**src/rtl/prsw_pkg.sv**
```systemverilog
// package: register map, field positions, timing for the phy reset/wake block
package prsw_pkg;
    localparam logic [11:0] PMCTL_OFFS      = 12'h000;
    localparam logic [11:0] AUXCTL_OFFS     = 12'h004;
    localparam logic [11:0] AUXSTAT_OFFS    = 12'h008;
    // pm control bit positions
    localparam int READY_BIT     = 7;
    localparam int SLEEP_LSB     = 5;
    localparam int XRST_BIT      = 4;
    localparam int LAN_WAKE_BIT  = 3;
    localparam int IRQ_WAKE_BIT  = 2;
    // aux control bit positions
    localparam int RES_CLR_BIT   = 0;
    localparam int SKIP_REF_BIT  = 1;
    // reset values
    localparam logic [1:0] SLEEP_RST  = 2'h2;
    localparam logic       RES_CLR_RST = 1'b1;
    localparam logic       SKIP_REF_RST = 1'b0;
    // timing
    localparam int CLK_HZ        = 10_000_000;
    localparam int HOLD_SHORT_US = 4_000;
    localparam int HOLD_LONG_US  = 128_000;
    localparam int HOLD_SHORT_CYC = (CLK_HZ / 1_000_000) * HOLD_SHORT_US;
    localparam int HOLD_LONG_CYC  = (CLK_HZ / 1_000_000) * HOLD_LONG_US;

    typedef enum logic [1:0] {
        SLEEP_A = 2'h0,
        SLEEP_B = 2'h1,
        SLEEP_C = 2'h2,
        SLEEP_D = 2'h3
    } prsw_sleep_t;

    typedef struct packed {
        logic       lan_wake_enable;
        logic       transceiver_irq_wake_enable;
        logic [1:0] sleep_mode;
    } prsw_wake_cfg_t;
endpackage : prsw_pkg

```
**src/rtl/prsw_ctl.sv**
```systemverilog
// phy reset sequencer, ready indicator and wake enables behind an apb slave
//
// Decided for this implementation: register access over APB and the register offsets.
`timescale 1ns/10ps

// Notes on behaviour
// RULE1: ready bit read-only, zero after reset
// RULE2: ready low until phy operational
// RULE3: ready low while eeprom/otp loading
// RULE4: two-bit sleep selector at bits 6:5
// RULE5: unconfigured normal entry restores selector 10b
// RULE6: software keeps variant c when unconfigured
// RULE7: variants a and b behave identically
// RULE8: writing one resets phy, 4 ms min
// RULE9: request bit self-clears on phy release
// RULE10: writes ignored while request bit high; here only the request bit ignores them, sleep and wake fields still update
// RULE11: request clears ready; ready returns operational
// RULE12: skip-wait setting extends hold to 128 ms
// RULE13: software resets phy after variant c resume
// RULE14: bit 3 enables lan wake events
// RULE15: bit 2 enables phy irq wake
// RULE16: resume clears enables when setting active
// RULE17: only remote-wakeup resumes clear; default one
// RULE18: phy held reset in variant c
// RULE19: hold timed by system clock counter
module prsw_ctl #(
    parameter int HOLD_SHORT = prsw_pkg::HOLD_SHORT_CYC,
    parameter int HOLD_LONG  = prsw_pkg::HOLD_LONG_CYC
) (
    // clock and reset
    input  wire logic                     ref_clk_in,
    input  wire logic                     rst_n_in,
    // apb slave
    input  wire logic                     psel_in,
    input  wire logic                     penable_in,
    input  wire logic                     pwrite_in,
    input  wire logic [11:0]              paddr_in,
    input  wire logic [31:0]              pwdata_in,
    output logic      [31:0]              prdata_out,
    output logic                          pready_out,
    output logic                          pslverr_out,
    // device state
    input  wire logic                     cfg_loading_in,
    input  wire logic                     unconfig_entry_in,
    input  wire logic                     in_sleep_c_in,
    input  wire logic                     resume_done_in,
    input  wire logic                     resume_remote_in,
    // wake sources
    input  wire logic                     lan_wake_det_in,
    input  wire logic                     phy_irq_in,
    output logic                          wake_event_out,
    output prsw_pkg::prsw_wake_cfg_t      wake_cfg_out,
    output logic                          sleep_a_or_b_out,
    // phy
    input  wire logic                     phy_operational_in,
    output logic                          phy_reset_n_out
);
    localparam int CW = $clog2(HOLD_LONG + 1);

    // the minimum-length assertion unrolls eight cycles
    if (HOLD_SHORT < 8 || HOLD_LONG < HOLD_SHORT) begin : g_bad_hold
        $error("prsw_ctl: hold counts invalid");
    end

    logic [1:0]    sleep_q;
    logic          xrst_req_q;
    logic          lan_wake_q;
    logic          irq_wake_q;
    logic          res_clr_q;
    logic          skip_ref_q;
    logic          ready_q;
    logic [CW-1:0] hold_cnt_q;
    logic          hold_done;
    logic          wr_acc;
    logic          rd_acc;
    logic          hit_pm;
    logic          hit_aux;
    logic          hit_stat;
    logic          phy_in_reset;
    logic          clr_wake;
    logic          rd_wait_q;

    // reads take one wait state so prdata is a flop yet valid at the
    // edge where pready is sampled; writes complete at once
    assign pready_out  = pwrite_in || rd_wait_q;
    assign hit_pm      = paddr_in == prsw_pkg::PMCTL_OFFS;
    assign hit_aux     = paddr_in == prsw_pkg::AUXCTL_OFFS;
    assign hit_stat    = paddr_in == prsw_pkg::AUXSTAT_OFFS;
    assign pslverr_out = psel_in && penable_in && pready_out
                         && !(hit_pm || hit_aux || hit_stat);
    assign wr_acc = psel_in && penable_in && pwrite_in;
    assign rd_acc = psel_in && penable_in && !pwrite_in && !rd_wait_q;

    always_ff @(posedge ref_clk_in or negedge rst_n_in) begin
        if (!rst_n_in) begin
            rd_wait_q <= 1'b0;
        end else begin
            rd_wait_q <= rd_acc;
        end
    end

    // hold length chosen when the request is taken
    assign hold_done = hold_cnt_q == '0;
    assign phy_in_reset = xrst_req_q || in_sleep_c_in;     // [RULE18]
    assign clr_wake = resume_done_in && resume_remote_in
                      && res_clr_q;                         // [RULE16] [RULE17]

    always_ff @(posedge ref_clk_in or negedge rst_n_in) begin
        if (!rst_n_in) begin
            sleep_q <= prsw_pkg::SLEEP_RST;
        end else if (unconfig_entry_in) begin
            sleep_q <= prsw_pkg::SLEEP_RST;                 // [RULE5]
        end else if (wr_acc && hit_pm) begin
            sleep_q <= pwdata_in[prsw_pkg::SLEEP_LSB +: 2]; // [RULE4]
        end
    end

    always_ff @(posedge ref_clk_in or negedge rst_n_in) begin
        if (!rst_n_in) begin
            xrst_req_q <= 1'b0;
            hold_cnt_q <= '0;
        end else if (xrst_req_q) begin
            // writes to the bit are ignored until the hold ends [RULE10]
            if (hold_done) begin
                xrst_req_q <= 1'b0;                         // [RULE9]
            end else begin
                hold_cnt_q <= hold_cnt_q - 1'b1;            // [RULE19]
            end
        end else if (wr_acc && hit_pm && pwdata_in[prsw_pkg::XRST_BIT]) begin
            xrst_req_q <= 1'b1;                             // [RULE8]
            hold_cnt_q <= skip_ref_q ? CW'(HOLD_LONG - 1)
                                     : CW'(HOLD_SHORT - 1); // [RULE12]
        end
    end

    always_ff @(posedge ref_clk_in or negedge rst_n_in) begin
        if (!rst_n_in) begin
            lan_wake_q <= 1'b0;
            irq_wake_q <= 1'b0;
        end else if (clr_wake) begin
            lan_wake_q <= 1'b0;                             // [RULE16]
            irq_wake_q <= 1'b0;
        end else if (wr_acc && hit_pm) begin
            lan_wake_q <= pwdata_in[prsw_pkg::LAN_WAKE_BIT];
            irq_wake_q <= pwdata_in[prsw_pkg::IRQ_WAKE_BIT];
        end
    end

    always_ff @(posedge ref_clk_in or negedge rst_n_in) begin
        if (!rst_n_in) begin
            res_clr_q  <= prsw_pkg::RES_CLR_RST;            // [RULE17]
            skip_ref_q <= prsw_pkg::SKIP_REF_RST;
        end else if (wr_acc && hit_aux) begin
            res_clr_q  <= pwdata_in[prsw_pkg::RES_CLR_BIT];
            skip_ref_q <= pwdata_in[prsw_pkg::SKIP_REF_BIT];
        end
    end

    // ready drops the cycle a reset request is taken
    always_ff @(posedge ref_clk_in or negedge rst_n_in) begin
        if (!rst_n_in) begin
            ready_q <= 1'b0;                                // [RULE1]
        end else if (wr_acc && hit_pm && !xrst_req_q
                     && pwdata_in[prsw_pkg::XRST_BIT]) begin
            ready_q <= 1'b0;                                // [RULE11]
        end else begin
            ready_q <= !phy_in_reset && phy_operational_in
                       && !cfg_loading_in;                  // [RULE2] [RULE3]
        end
    end

    always_ff @(posedge ref_clk_in or negedge rst_n_in) begin
        if (!rst_n_in) begin
            prdata_out <= '0;
        end else if (rd_acc) begin
            prdata_out <= '0;
            if (hit_pm) begin
                prdata_out[prsw_pkg::READY_BIT]           <= ready_q;
                prdata_out[prsw_pkg::SLEEP_LSB +: 2]      <= sleep_q;
                prdata_out[prsw_pkg::XRST_BIT]            <= xrst_req_q;
                prdata_out[prsw_pkg::LAN_WAKE_BIT]        <= lan_wake_q;
                prdata_out[prsw_pkg::IRQ_WAKE_BIT]        <= irq_wake_q;
            end else if (hit_aux) begin
                prdata_out[prsw_pkg::RES_CLR_BIT]         <= res_clr_q;
                prdata_out[prsw_pkg::SKIP_REF_BIT]        <= skip_ref_q;
            end else if (hit_stat) begin
                prdata_out[0] <= phy_in_reset;
                prdata_out[1] <= phy_operational_in;
            end
        end
    end

    // phy pin follows the request and the variant c hold
    assign phy_reset_n_out = !phy_in_reset;
    assign wake_event_out  = (lan_wake_q && lan_wake_det_in)  // [RULE14]
                           || (irq_wake_q && phy_irq_in);     // [RULE15]
    assign wake_cfg_out.lan_wake_enable             = lan_wake_q;
    assign wake_cfg_out.transceiver_irq_wake_enable = irq_wake_q;
    assign wake_cfg_out.sleep_mode                  = sleep_q;
    // a and b codes map to one behaviour downstream
    assign sleep_a_or_b_out = sleep_q[1] == 1'b0;             // [RULE7]

    // helper state for the hold length checks only
    logic [CW-1:0] held_q;
    logic          long_q;

    always_ff @(posedge ref_clk_in or negedge rst_n_in) begin
        if (!rst_n_in) begin
            held_q <= '0;
            long_q <= 1'b0;
        end else if (xrst_req_q) begin
            held_q <= held_q + 1'b1;
        end else begin
            held_q <= '0;
            long_q <= skip_ref_q;
        end
    end

    a_hold_min_len: assert property (@(posedge ref_clk_in) // [RULE8]
        disable iff (!rst_n_in)
        $rose(xrst_req_q) |-> xrst_req_q [*8])
        else $error("phy reset request released too early");
    a_hold_short_len: assert property (@(posedge ref_clk_in) // [RULE8]
        disable iff (!rst_n_in)
        $fell(xrst_req_q) |-> held_q >= HOLD_SHORT)
        else $error("phy reset shorter than minimum hold");
    a_hold_long_len: assert property (@(posedge ref_clk_in) // [RULE12]
        disable iff (!rst_n_in)
        $fell(xrst_req_q) && long_q |-> held_q >= HOLD_LONG)
        else $error("long phy reset hold cut short");
    a_hold_counter: assert property (@(posedge ref_clk_in) // [RULE19]
        disable iff (!rst_n_in)
        xrst_req_q && !hold_done
        |=> hold_cnt_q == $past(hold_cnt_q) - 1'b1)
        else $error("hold counter did not step");
    a_phy_pin_req: assert property (@(posedge ref_clk_in) // [RULE8]
        disable iff (!rst_n_in)
        xrst_req_q |-> !phy_reset_n_out)
        else $error("phy pin released during request");
    a_ready_low_rst: assert property (@(posedge ref_clk_in) // [RULE2]
        disable iff (!rst_n_in)
        xrst_req_q |=> !ready_q)
        else $error("ready high during phy reset");
    a_ready_needs_phy: assert property (@(posedge ref_clk_in) // [RULE2]
        disable iff (!rst_n_in)
        ready_q |-> $past(phy_operational_in))
        else $error("ready high without operational phy");
    a_ready_cfg_load: assert property (@(posedge ref_clk_in) // [RULE3]
        disable iff (!rst_n_in)
        cfg_loading_in |=> !ready_q)
        else $error("ready high during config load");
    a_ready_clr_req: assert property (@(posedge ref_clk_in) // [RULE11]
        disable iff (!rst_n_in)
        $rose(xrst_req_q) |-> !ready_q)
        else $error("ready not cleared by reset request");
    a_ready_returns: assert property (@(posedge ref_clk_in) // [RULE11]
        disable iff (!rst_n_in)
        !phy_in_reset && phy_operational_in && !cfg_loading_in && !wr_acc
        |=> ready_q)
        else $error("ready did not return");
    a_sleep_c_ready: assert property (@(posedge ref_clk_in) // [RULE18]
        disable iff (!rst_n_in)
        in_sleep_c_in |=> !ready_q)
        else $error("ready high in variant c");
    a_sleep_write: assert property (@(posedge ref_clk_in) // [RULE4]
        disable iff (!rst_n_in)
        wr_acc && hit_pm && !unconfig_entry_in
        |=> sleep_q == $past(pwdata_in[prsw_pkg::SLEEP_LSB +: 2]))
        else $error("sleep selector write lost");
    a_sleep_unconf: assert property (@(posedge ref_clk_in) // [RULE5]
        disable iff (!rst_n_in)
        unconfig_entry_in |=> sleep_q == prsw_pkg::SLEEP_RST)
        else $error("sleep selector not restored");
    a_sleep_ab: assert property (@(posedge ref_clk_in) // [RULE7]
        disable iff (!rst_n_in)
        sleep_a_or_b_out == (sleep_q == prsw_pkg::SLEEP_A
                             || sleep_q == prsw_pkg::SLEEP_B))
        else $error("variant a or b flag wrong");
    a_wake_write: assert property (@(posedge ref_clk_in) // [RULE14] [RULE15]
        disable iff (!rst_n_in)
        wr_acc && hit_pm && !clr_wake
        |=> lan_wake_q == $past(pwdata_in[prsw_pkg::LAN_WAKE_BIT])
            && irq_wake_q == $past(pwdata_in[prsw_pkg::IRQ_WAKE_BIT]))
        else $error("wake enable write lost");
    a_wake_clear: assert property (@(posedge ref_clk_in) // [RULE16]
        disable iff (!rst_n_in)
        clr_wake |=> !lan_wake_q && !irq_wake_q)
        else $error("wake enables not cleared");
    a_host_resume: assert property (@(posedge ref_clk_in) // [RULE17]
        disable iff (!rst_n_in)
        resume_done_in && !resume_remote_in && !wr_acc
        |=> $stable(lan_wake_q) && $stable(irq_wake_q))
        else $error("host resume altered wake enables");
    a_aux_resclr: assert property (@(posedge ref_clk_in) // [RULE17]
        disable iff (!rst_n_in)
        wr_acc && hit_aux
        |=> res_clr_q == $past(pwdata_in[prsw_pkg::RES_CLR_BIT]))
        else $error("resume clear setting write lost");
    a_aux_skip: assert property (@(posedge ref_clk_in) // [RULE12]
        disable iff (!rst_n_in)
        wr_acc && hit_aux
        |=> skip_ref_q == $past(pwdata_in[prsw_pkg::SKIP_REF_BIT]))
        else $error("skip wait setting write lost");
    a_req_self_clr: assert property (@(posedge ref_clk_in) // [RULE9]
        disable iff (!rst_n_in)
        xrst_req_q && hold_done |=> !xrst_req_q)
        else $error("request bit did not self clear");
    a_req_ignore_wr: assert property (@(posedge ref_clk_in) // [RULE10]
        disable iff (!rst_n_in)
        xrst_req_q && !hold_done |=> xrst_req_q)
        else $error("reset in progress was cancelled");
    a_phy_pin: assert property (@(posedge ref_clk_in) // [RULE18]
        disable iff (!rst_n_in)
        in_sleep_c_in |-> !phy_reset_n_out)
        else $error("phy not held in reset in variant c");
    a_wake_gate: assert property (@(posedge ref_clk_in) // [RULE14]
        disable iff (!rst_n_in)
        !lan_wake_q && !irq_wake_q |-> !wake_event_out)
        else $error("wake event without enable");
    a_lan_wake_pass: assert property (@(posedge ref_clk_in) // [RULE14]
        disable iff (!rst_n_in)
        lan_wake_q && lan_wake_det_in |-> wake_event_out)
        else $error("enabled lan wake not passed");
    a_irq_wake_pass: assert property (@(posedge ref_clk_in) // [RULE15]
        disable iff (!rst_n_in)
        irq_wake_q && phy_irq_in |-> wake_event_out)
        else $error("enabled phy irq wake not passed");
    a_irq_wake_gate: assert property (@(posedge ref_clk_in) // [RULE15]
        disable iff (!rst_n_in)
        !irq_wake_q && !(lan_wake_q && lan_wake_det_in)
        |-> !wake_event_out)
        else $error("phy irq woke without enable");
    a_rd_wait_state: assert property (@(posedge ref_clk_in)
        disable iff (!rst_n_in)
        psel_in && penable_in && !pwrite_in && !rd_wait_q |-> !pready_out)
        else $error("read answered before data was loaded");
    a_wr_no_wait: assert property (@(posedge ref_clk_in)
        disable iff (!rst_n_in)
        psel_in && penable_in && pwrite_in |-> pready_out)
        else $error("write stalled");
    a_prdata_hold: assert property (@(posedge ref_clk_in)
        disable iff (!rst_n_in)
        !rd_acc |=> $stable(prdata_out))
        else $error("read data changed without a read");

    c_phy_reset: cover property (@(posedge ref_clk_in)
        disable iff (!rst_n_in) $fell(xrst_req_q));
    c_ready_up: cover property (@(posedge ref_clk_in)
        disable iff (!rst_n_in) $rose(ready_q));
    c_remote_clr: cover property (@(posedge ref_clk_in)
        disable iff (!rst_n_in) clr_wake);
    c_long_hold: cover property (@(posedge ref_clk_in)
        disable iff (!rst_n_in) $fell(xrst_req_q) && long_q);
    c_rd_wait: cover property (@(posedge ref_clk_in)
        disable iff (!rst_n_in) rd_wait_q);
endmodule : prsw_ctl

```
**config.mk**
```make
export PLATFORM = sky130hd
export DESIGN_NAME = prsw_ctl
export DESIGN_NICKNAME = d
export VERILOG_FILES = /design/src/rtl/prsw_pkg.sv /design/src/rtl/prsw_ctl.sv
export SDC_FILE = /design/constraint.sdc
export NUM_CORES = 1
export LEC_CHECK = 0
export ABC_AREA = 1
export BUFFER_PORTS_ARGS = -buffer_cell sky130_fd_sc_hd__buf_2
export CORE_MARGIN = 2
export CORE_UTILIZATION = 44
export CTS_CLUSTER_DIAMETER = 200
export CTS_CLUSTER_SIZE = 20
export DETAILED_ROUTE_END_ITERATION = 7
export PLACE_DENSITY_LB_ADDON = 0.1
export SLEW_MARGIN = 20
export SYNTH_ARGS = -nofsm -noshare
export SYNTH_HDL_FRONTEND = slang
export SYNTH_SLANG_ARGS = --single-unit
```
**constraint.sdc**
```tcl
create_clock -name ref_clk_in -period 1.4 [get_ports ref_clk_in]
set_input_delay 0.07 -clock ref_clk_in [delete_from_list [all_inputs] [get_ports ref_clk_in]]
set_output_delay 0.07 -clock ref_clk_in [all_outputs]
set_load 0.01 [all_outputs]
```
==> summary.txt, run 1 <==
Logic synthesis
  • Post-synth top area share: 36.35%
  • Synth Area in Compound Gates: 10.55%
  • Ys async rst share: 100.0%
  • Post-synthesis mux area share: 0%
  • Synth top area cells: dfrtp_1, nand2_1, buf_4
  • Largest family of logic cells by synthesized area: simple AND/OR/NAND/NOR gates
  • Post-synth top area cell: dfrtp_1
  • Post-synth EDFFs: 0
  • Syn Area/Cell: between 7 and 8 um^2
  • Top_reg_cell synth: dfrtp_1
  • Post-synthesis simple-gate area fraction: 33.57%
  • Synth unique cells: 36
  • Sequential area share after synthesis: 38.47%
  • Adder-cell area share of the yosys netlist: under 10%
  • Synth Register Bits: 38
  • Post-synthesis cell area: 0.002479 mm^2
  • Xor and xnor area share after synthesis: 0.3534%
  • Mapped Cells: 336
  • Synth Warn #: 0

Layout
  • FF+latch area: 957.2 um^2
  • Fillers: 489
  • Multi-input gate area: 0.001359 mm^2
  • Most common cell after layout, fill and taps aside: nand2_1
  • Antenna Cells: 0
  • Share of cells above drive strength 1: 39.51%
  • Area delta synth->final: 39.17%
  • Most frequent cells in the layout: nand2_1, buf_4, buf_2
  • Final instance area: 0.003450 mm^2
  • Final net count: 506
  • Core Util, Final: a little over three fifths

Detailed routing
  • WL/cell: 11.65 um
  • TritonRoute pass-1 iters: 4
  • Total Wirelength: 6058 um
  • Via density: 4.673
  • Remaining DRCs: 0
  • ANT nets after route: 0
  • Initial DRC Count: 100
  • Via count: 2430

Setup path
  • Startpoint Class: register
  • Worst setup path class: reg -> reg
  • Crit path cell chain: nor2_2, nand2_2, nor2_4, nand3_2, nand2_4, nand2_4, buf_4, nor2_2, a21oi_1
  • Reg-to-reg endpoint: hold_cnt_q[6]$_DFFE_PN0P_
  • Critical Path RT: between 1.5 and 2 ns
  • Crit path capture type: register
  • Critical path's largest stage delay: 0.40 ns
  • Worst R2R Path Depth: 9
  • Worst-path maximum fanout: 7
  • CP Data Arrival Time: 1.66 ns
  • Buf/Inv on CP: 1
  • Top Family by Delay on Critical Path: simple AND/OR/NAND/NOR gates
  • Reg2reg start: hold_cnt_q[13]$_DFFE_PN0P_
  • R2r setup slk: -0.09 ns
  • CP max-delay cell: dfrtp_1

Clocking
  • Max clock buf depth: 2
  • H-tree depth: 2
  • Num CTS Buffers: 5
  • CTS sink cnt: 38
  • CTS tree: yes
  • CTS root buf: clkbuf_8
  • Clock transition at path regs: 0.09 ns
  • Clk Latency, worst-skew pair: 0.29 ns

Pwr
  • Pwr per Cell Area: 642.7 mW/mm^2
  • Reg power frac: 49.5%
  • Internal: 1.688 mW
  • Max VDD drop: 0.5228 mV
  • Switch Pwr: between 0.5 and 0.6 mW
  • Clock network power share: between 40 and 50%
  • Sw Ratio: between 20% and 30%
  • Combinational power share: 7.0%
  • Leakage power: 1.780 nW

Timing
  • Min Hold Slack: approximately 0.0048 ns
  • Maximum clock rate: 0.6723 GHz
  • Clock Skew: 0.005825 ns
  • Fin worst setup slack: -0.08748 ns
  • Period utilization: 106.2%
  • Minimum clock period after layout: 1.487 ns
  • Final Max Tran Viols: 0
  • Endpoints failing hold: 0
  • Final setup vio count: 21
  • RSZ-0062 raised after global routing: true

Place
  • RD Place Congestion: 0.8456
  • Final HPWL DP: 4571 um
  • Port bufs: 48
  • Placed Area: 0.003069 mm^2

Global routing
  • Antenna violations before repair: 0
  • First-pass GRT wire length: 9970 um
  • Vias in the first global route: 2171
  • GRT Util Overall: 20.36%
  • GRT overflow: 0
  • Largest net degree at the start of global routing: 39

Run
  • Max_cap viols: 0

Floorplan
  • Die height: 79.06 um
  • Core Footprint: 0.005473 mm^2
  • Num rows: 27
  • Starting Density: between 40% and 50%
  • Die ar.: 0.006250 mm^2
  • Ports: 98
  • Die width: 79.06 um

Outcome
  • Violated checks: negative setup slack
  • Status: finished, violations left

Worst hold path
  • Hold Crit Depth: 3
  • Hold_sp: pwdata_in[0]
  • Worst Hold Class: in -> reg
  • Min-Delay Endpoint: res_clr_q$_DFFE_PN1P_
-- synth_stat cells (2+ instances only) --
cell type  count
a21oi_1       12
buf_4         26
buf_8          2
dfrtp_1       36
dfstp_2        2
ha_1           2
inv_1         38
nand2_1       74
nand2_4        2
nand3_1       19
nand3_2        2
nand3b_1       3
nand4_1        8
nor2_1        48
nor2_2        12
nor2_4         4
nor3_1         2
o21ai_0       23
o21ai_1        2
o31ai_1        3
-- how the worst max path moves through the flow --
stage / startpoint / endpoint / slack [ns] / cells after the start
2_1_floorplan: hold_cnt_q[1]$_DFFE_PN0P_ / hold_cnt_q[14]$_DFFE_PN0P_ / 0.005 / 10
5_1_grt: hold_cnt_q[4]$_DFFE_PN0P_ / hold_cnt_q[8]$_DFFE_PN0P_ / -0.18 / 9
3_5_place_dp: hold_cnt_q[3]$_DFFE_PN0P_ / hold_cnt_q[11]$_DFFE_PN0P_ / -0.14 / 9
6_report: hold_cnt_q[13]$_DFFE_PN0P_ / hold_cnt_q[6]$_DFFE_PN0P_ / -0.09 / 9
3_3_place_gp: hold_cnt_q[2]$_DFFE_PN0P_ / hold_cnt_q[11]$_DFFE_PN0P_ / -0.1 / 9
4_1_cts: hold_cnt_q[4]$_DFFE_PN0P_ / hold_cnt_q[14]$_DFFE_PN0P_ / -0.09 / 9
-- worst min-delay path: stages --
cell	delay (ns)
buf_2	0.10
nor2_1	0.09
a21oi_1	0.04
-- logic make-up (layout without fill, tap and decap cells) --
group | Yosys count | after routing
adder cells (fa/ha/maj) | 2 | 2
XOR/XNOR | 1 | 1
flip-flops | 38 | 38
AND/OR/NAND/NOR | 177 | 177
AO/OA/AOI/OAI | 47 | 47
buffers and inverters | 70 | 159
other | 1 | 24
-- through the flow --
step	power (mW)	instances	worst slack (ns)	TNS [ns]
3_5_place_dp	1.271	499	-0.1422	-2.231
6_report	2.217	520	-0.08748	-1.133
5_1_grt	2.309	520	-0.1782	-3.075
3_3_place_gp	1.269	499	-0.09871	-1.595
4_1_cts	2.231	516	-0.09365	-1.208
2_1_floorplan	1.234	359	0.005242	0
-- power groups by stage --
stage | Sequential, mW | Clock (mW) | Combinational [mW]
2_1_floorplan | 1.12 | 0 | 0.114
3_3_place_gp | 1.12 | 0 | 0.149
3_5_place_dp | 1.12 | 0 | 0.151
4_1_cts | 1.10 | 0.977 | 0.155
5_1_grt | 1.10 | 1.04 | 0.175
6_report | 1.10 | 0.964 | 0.155
-- flip-flops by register name, indices dropped and copies added, names as in the netlist --
| name | count |
|---|---|
| prdata_out | 8 |
| ready_q | 1 |
| sleep_q | 2 |
| rd_wait_q | 1 |
| skip_ref_q | 1 |
| res_clr_q | 1 |
| hold_cnt_q | 21 |
| lan_wake_q | 1 |
| irq_wake_q | 1 |
| xrst_req_q | 1 |
-- routing by layer --
metal | GRT usage [%] | up-vias | wire, um
li1 | - | 1252 | -
met1 | 27.91 | 1115 | 2888
met2 | 33.14 | 58 | 2877
met3 | 3.750 | 5 | 240
met4 | 5.517 | 0 | 51
met5 | 0 | - | 0
-- repair_timing --
item	in CTS	in global routing
pin swaps	7	8
hold endpoints to repair	39	0
endpoints found under the setup margin	21	24
resized for setup	27	23
buffers inserted	7	4
hold buffers	2	0
-- area by class of cell --
cell class / count / share of cell area, %
Sequential cell: 38 / 27.75
Timing Repair Buffer: 111 / 22.45
Clock inverter: 3 / 1.306
Inverter: 40 / 4.498
Multi-Input combinational cell: 251 / 39.39
Tap cell: 72 / 2.612
Clock buffer: 5 / 1.995
(Power assumes the default switching activity.)
==> run 2, diff against run 1 <==
--- a/config.mk
+++ b/config.mk
@@ -7,11 +7,12 @@
 export LEC_CHECK = 0
 export ABC_AREA = 1
 export BUFFER_PORTS_ARGS = -buffer_cell sky130_fd_sc_hd__buf_2
-export CORE_MARGIN = 2
+export CORE_MARGIN = 10
 export CORE_UTILIZATION = 44
 export CTS_CLUSTER_DIAMETER = 200
 export CTS_CLUSTER_SIZE = 20
 export DETAILED_ROUTE_END_ITERATION = 7
+export GPL_TIMING_DRIVEN = 0
 export PLACE_DENSITY_LB_ADDON = 0.1
 export SLEW_MARGIN = 20
 export SYNTH_ARGS = -nofsm -noshare
==> run 2 against run 1 <==
Routed wire length up 14%. Final cell count down 0.58%. Non-clock buffer count down 3. Critical endpoint is now hold_cnt_q[4]$_DFFE_PN0P_. Register-to-register slack worse by 0.06 ns. Fmax down 3.7%. Sequential share of layout area down 0.16 points. Via count up 2.4%. Die area up 45%. Clock skew up 0.0023 ns. The run still ends with negative setup slack left. First-iteration DRC count up 16%. Utilization up 0.69 points. Highest routed layer unchanged. Largest cell class unchanged. Worst hold slack worse by 0.00068 ns.
==> summary.txt, run 2 (synthesis results as in run 1) <==
Timing
  • Minimum clock period after layout: 1.545 ns (was 1.487 ns)
  • Endpoints failing hold: 0 (unchanged)
  • Maximum clock rate: 0.6473 GHz (was 0.6723 GHz)
  • Final setup vio count: 21 (unchanged)
  • Max-slew headroom: 39.64%
  • Period utilization: 110.3% (was 106.2%)
  • Clock Skew: 0.008138 ns (was 0.005825 ns)
  • Fin Setup TNS: -1.611 ns (was -1.133 ns)
  • Worst Tran Pin Value: 0.9053 ns
  • Final Max Tran Viols: 0 (unchanged)
  • Fin worst setup slack: -0.1448 ns (was -0.08748 ns)
  • RSZ-0062 raised after global routing: true (unchanged)

Setup path
  • Critical Path RT: 1.56 ns (was 1.57 ns)
  • CP max-delay cell: dfrtp_1 (unchanged)
  • Worst setup path class: reg -> reg (unchanged)
  • Buf/Inv on CP: 3 (was 1)
  • Startpoint Class: register (unchanged)
  • Crit path cell chain: inv_2, ha_4, nand2_2, nor2_2, nand3_2, nand2_4, buf_4, buf_16, o21ai_1, nand3_1 (was nor2_2, nand2_2, nor2_4, nand3_2, nand2_4, nand2_4, buf_4, nor2_2, a21oi_1)
  • Worst-path maximum fanout: 5 (was 7)
  • Critical path's largest stage delay: 0.39 ns (was 0.40 ns)
  • Top Family by Delay on Critical Path: flip-flops (was simple AND/OR/NAND/NOR gates)
  • Crit path capture type: register (unchanged)
  • CP Data Arrival Time: 1.71 ns (was 1.66 ns)

Outcome
  • Violated checks: negative setup slack (unchanged)
  • Status: finished, violations left (unchanged)

Place
  • Placed Area: 0.002910 mm^2 (was 0.003069 mm^2)
  • DP Cell Count: 479 (was 499)
  • RD Place Congestion: 0.7978 (was 0.8456)
  • Port bufs: 48 (unchanged)
  • Final HPWL DP: 4758 um (was 4571 um)

Global routing
  • Antenna violations before repair: 0 (unchanged)
  • GRT Util Overall: 14.83% (was 20.36%)
  • Vias in the first global route: 2333 (was 2171)
  • GRT overflow: 0 (unchanged)
  • First-pass GRT wire length: 10850 um (was 9970 um)
  • Largest net degree at the start of global routing: 39 (unchanged)

Detailed routing
  • Routed wire length on met3: 545 um (was 240 um)
  • Total Wirelength: 6889 um (was 6058 um)
  • Via count: 2488 (was 2430)
  • Met1 wire length: 2938 um (was 2888 um)
  • WL/cell: 13.32 um (was 11.65 um)
  • Remaining DRCs: 0 (unchanged)
  • Top Metal Used: met4 (unchanged)
  • TritonRoute pass-1 iters: 4 (unchanged)
  • Met2 wire len: 3332 um (was 2877 um)
  • ANT nets after route: 0 (unchanged)
  • Initial DRC Count: 116 (was 100)
  • Via density: 4.812 (was 4.673)

Clocking
  • H-tree depth: 2 (unchanged)
  • Clock transition at path regs: 0.08 ns (was 0.09 ns)
  • CTS root buf: clkbuf_8 (unchanged)
  • Max clock buf depth: 2 (unchanged)
  • CTS tree: yes (unchanged)
  • Num CTS Buffers: 5 (unchanged)
  • CTS sink cnt: 38 (unchanged)
  • Clk Latency, worst-skew pair: 0.30 ns (was 0.29 ns)

Run
  • Max_cap viols: 0 (unchanged)

Layout
  • Area delta synth->final: 40.69% (was 39.17%)
  • Share of cells above drive strength 1: 41.12% (was 39.51%)
  • Final net count: 503 (was 506)
  • Most frequent cells in the layout: nand2_1, buf_4, buf_2 (unchanged)
  • Max FFs per register: 21 (unchanged)
  • Core Util, Final: 63.72% (was 63.03%)
  • Most common cell after layout, fill and taps aside: nand2_1 (unchanged)
  • Largest registers: hold_cnt_q (21), prdata_out (8), sleep_q (2) (unchanged)
  • Multi-input gate area: 0.001379 mm^2 (was 0.001359 mm^2)
  • Final instance area: 0.003487 mm^2 (was 0.003450 mm^2)
  • Fillers: 508 (was 489)
  • Antenna Cells: 0 (unchanged)
  • FF+latch area: 962.2 um^2 (was 957.2 um^2)
  • Reg with most FFs: hold_cnt_q (unchanged)
  • Finished Layout Cells: 517 (was 520)

Floorplan
  • Die height: 95.06 um (was 79.06 um)
  • Ports: 98 (unchanged)
  • Starting Density: 45.29% (unchanged)
  • Die width: 95.06 um (was 79.06 um)
  • Num rows: 27 (unchanged)
  • Core Footprint: 0.005473 mm^2 (unchanged)
  • Die ar.: 0.009035 mm^2 (was 0.006250 mm^2)

Pwr
  • Leakage power: 1.796 nW (was 1.780 nW)
  • Pwr per Cell Area: 701.3 mW/mm^2 (was 642.7 mW/mm^2)
  • Max VDD drop: 0.3957 mV (was 0.5228 mV)

Worst hold path
  • Worst Hold Class: in -> reg (unchanged)
==> run 2: cell count changes in the layout (fill, tap and decap cells not counted), moves of 2 or more <==
cell        previous run  this run
a21oi_1                9        11
a21oi_2                4         2
buf_4                 53        50
buf_6                  5         2
clkinvlp_4             2         0
dfrtp_1               33        29
dfrtp_2                3         7
inv_1                 36        34
nand2_1               66        64
nand2_2                7         9
o21ai_2                0         2
==> run 2: stage by stage <==
step           power (mW)  setup slack [ns]  hold slack (ns)
3_5_place_dp        1.309           -0.2136           0.2534
4_1_cts             2.466           -0.1074         0.005040
2_1_floorplan       1.234          0.005242          -0.2256
5_1_grt             2.552           -0.2148          0.02759
3_3_place_gp        1.307           -0.1955           0.2521
6_report            2.445           -0.1448         0.004078
==> run 2: per-layer routing <==
metal	vias to the layer above	track usage, %
li1	1245	-
met1	1151	18.31
met2	84	24.54
met3	8	4.556
met4	0	3.990
met5	-	0
==> run 2: power by group <==
group / switching [mW] / total, mW / internal (mW) / leakage [nW]
sequential: 0.000377 / 1.10 / 1.10 / 0.451
clock: 0.432 / 1.15 / 0.714 / 0.0683
combinational: 0.106 / 0.201 / 0.0956 / 1.28
==> run 2: layout make-up <==
| class | instances | area share (%) |
|---|---|---|
| inverters | 40 | 4.665 |
| well taps | 72 | 2.583 |
| clock inverters | 3 | 1.973 |
| plain buffers | 30 | 7.069 |
| multi-input cells | 251 | 39.54 |
| clock buffers | 5 | 1.973 |
| flip-flops and latches | 38 | 27.59 |
| repair buffers | 78 | 14.60 |
==> run 2: worst min-delay path, stage by stage <==
cell,delay [ns]
buf_2,0.07
o21ai_0,0.05
o21ai_0,0.07
==> run 2: final timing paths <==
check	from	to	slack, ns	depth (start not counted)
setup / recovery	hold_cnt_q[1]$_DFFE_PN0P_	hold_cnt_q[4]$_DFFE_PN0P_	-0.14	10
hold / removal	pwdata_in[6]	sleep_q[1]$_DFFE_PN1P_	0.004	3
setup reg to reg	hold_cnt_q[1]$_DFFE_PN0P_	hold_cnt_q[4]$_DFFE_PN0P_	-0.14	10
hold reg to reg	prdata_out[0]$_DFFE_PN0P_	prdata_out[0]$_DFFE_PN0P_	0.48	2
max in group asynchronous	rst_n_in	hold_cnt_q[6]$_DFFE_PN0P_	0.34	2
min in group asynchronous	rst_n_in	hold_cnt_q[18]$_DFFE_PN0P_	0.42	2
==> run 2: repair_timing <==
action	in CTS	in global routing
hold buffers	3	0
resized for setup	22	41
gates cloned	1	0
endpoints found under the setup margin	24	26
hold endpoints to repair	38	0
pin swaps	9	17
buffers inserted	15	11
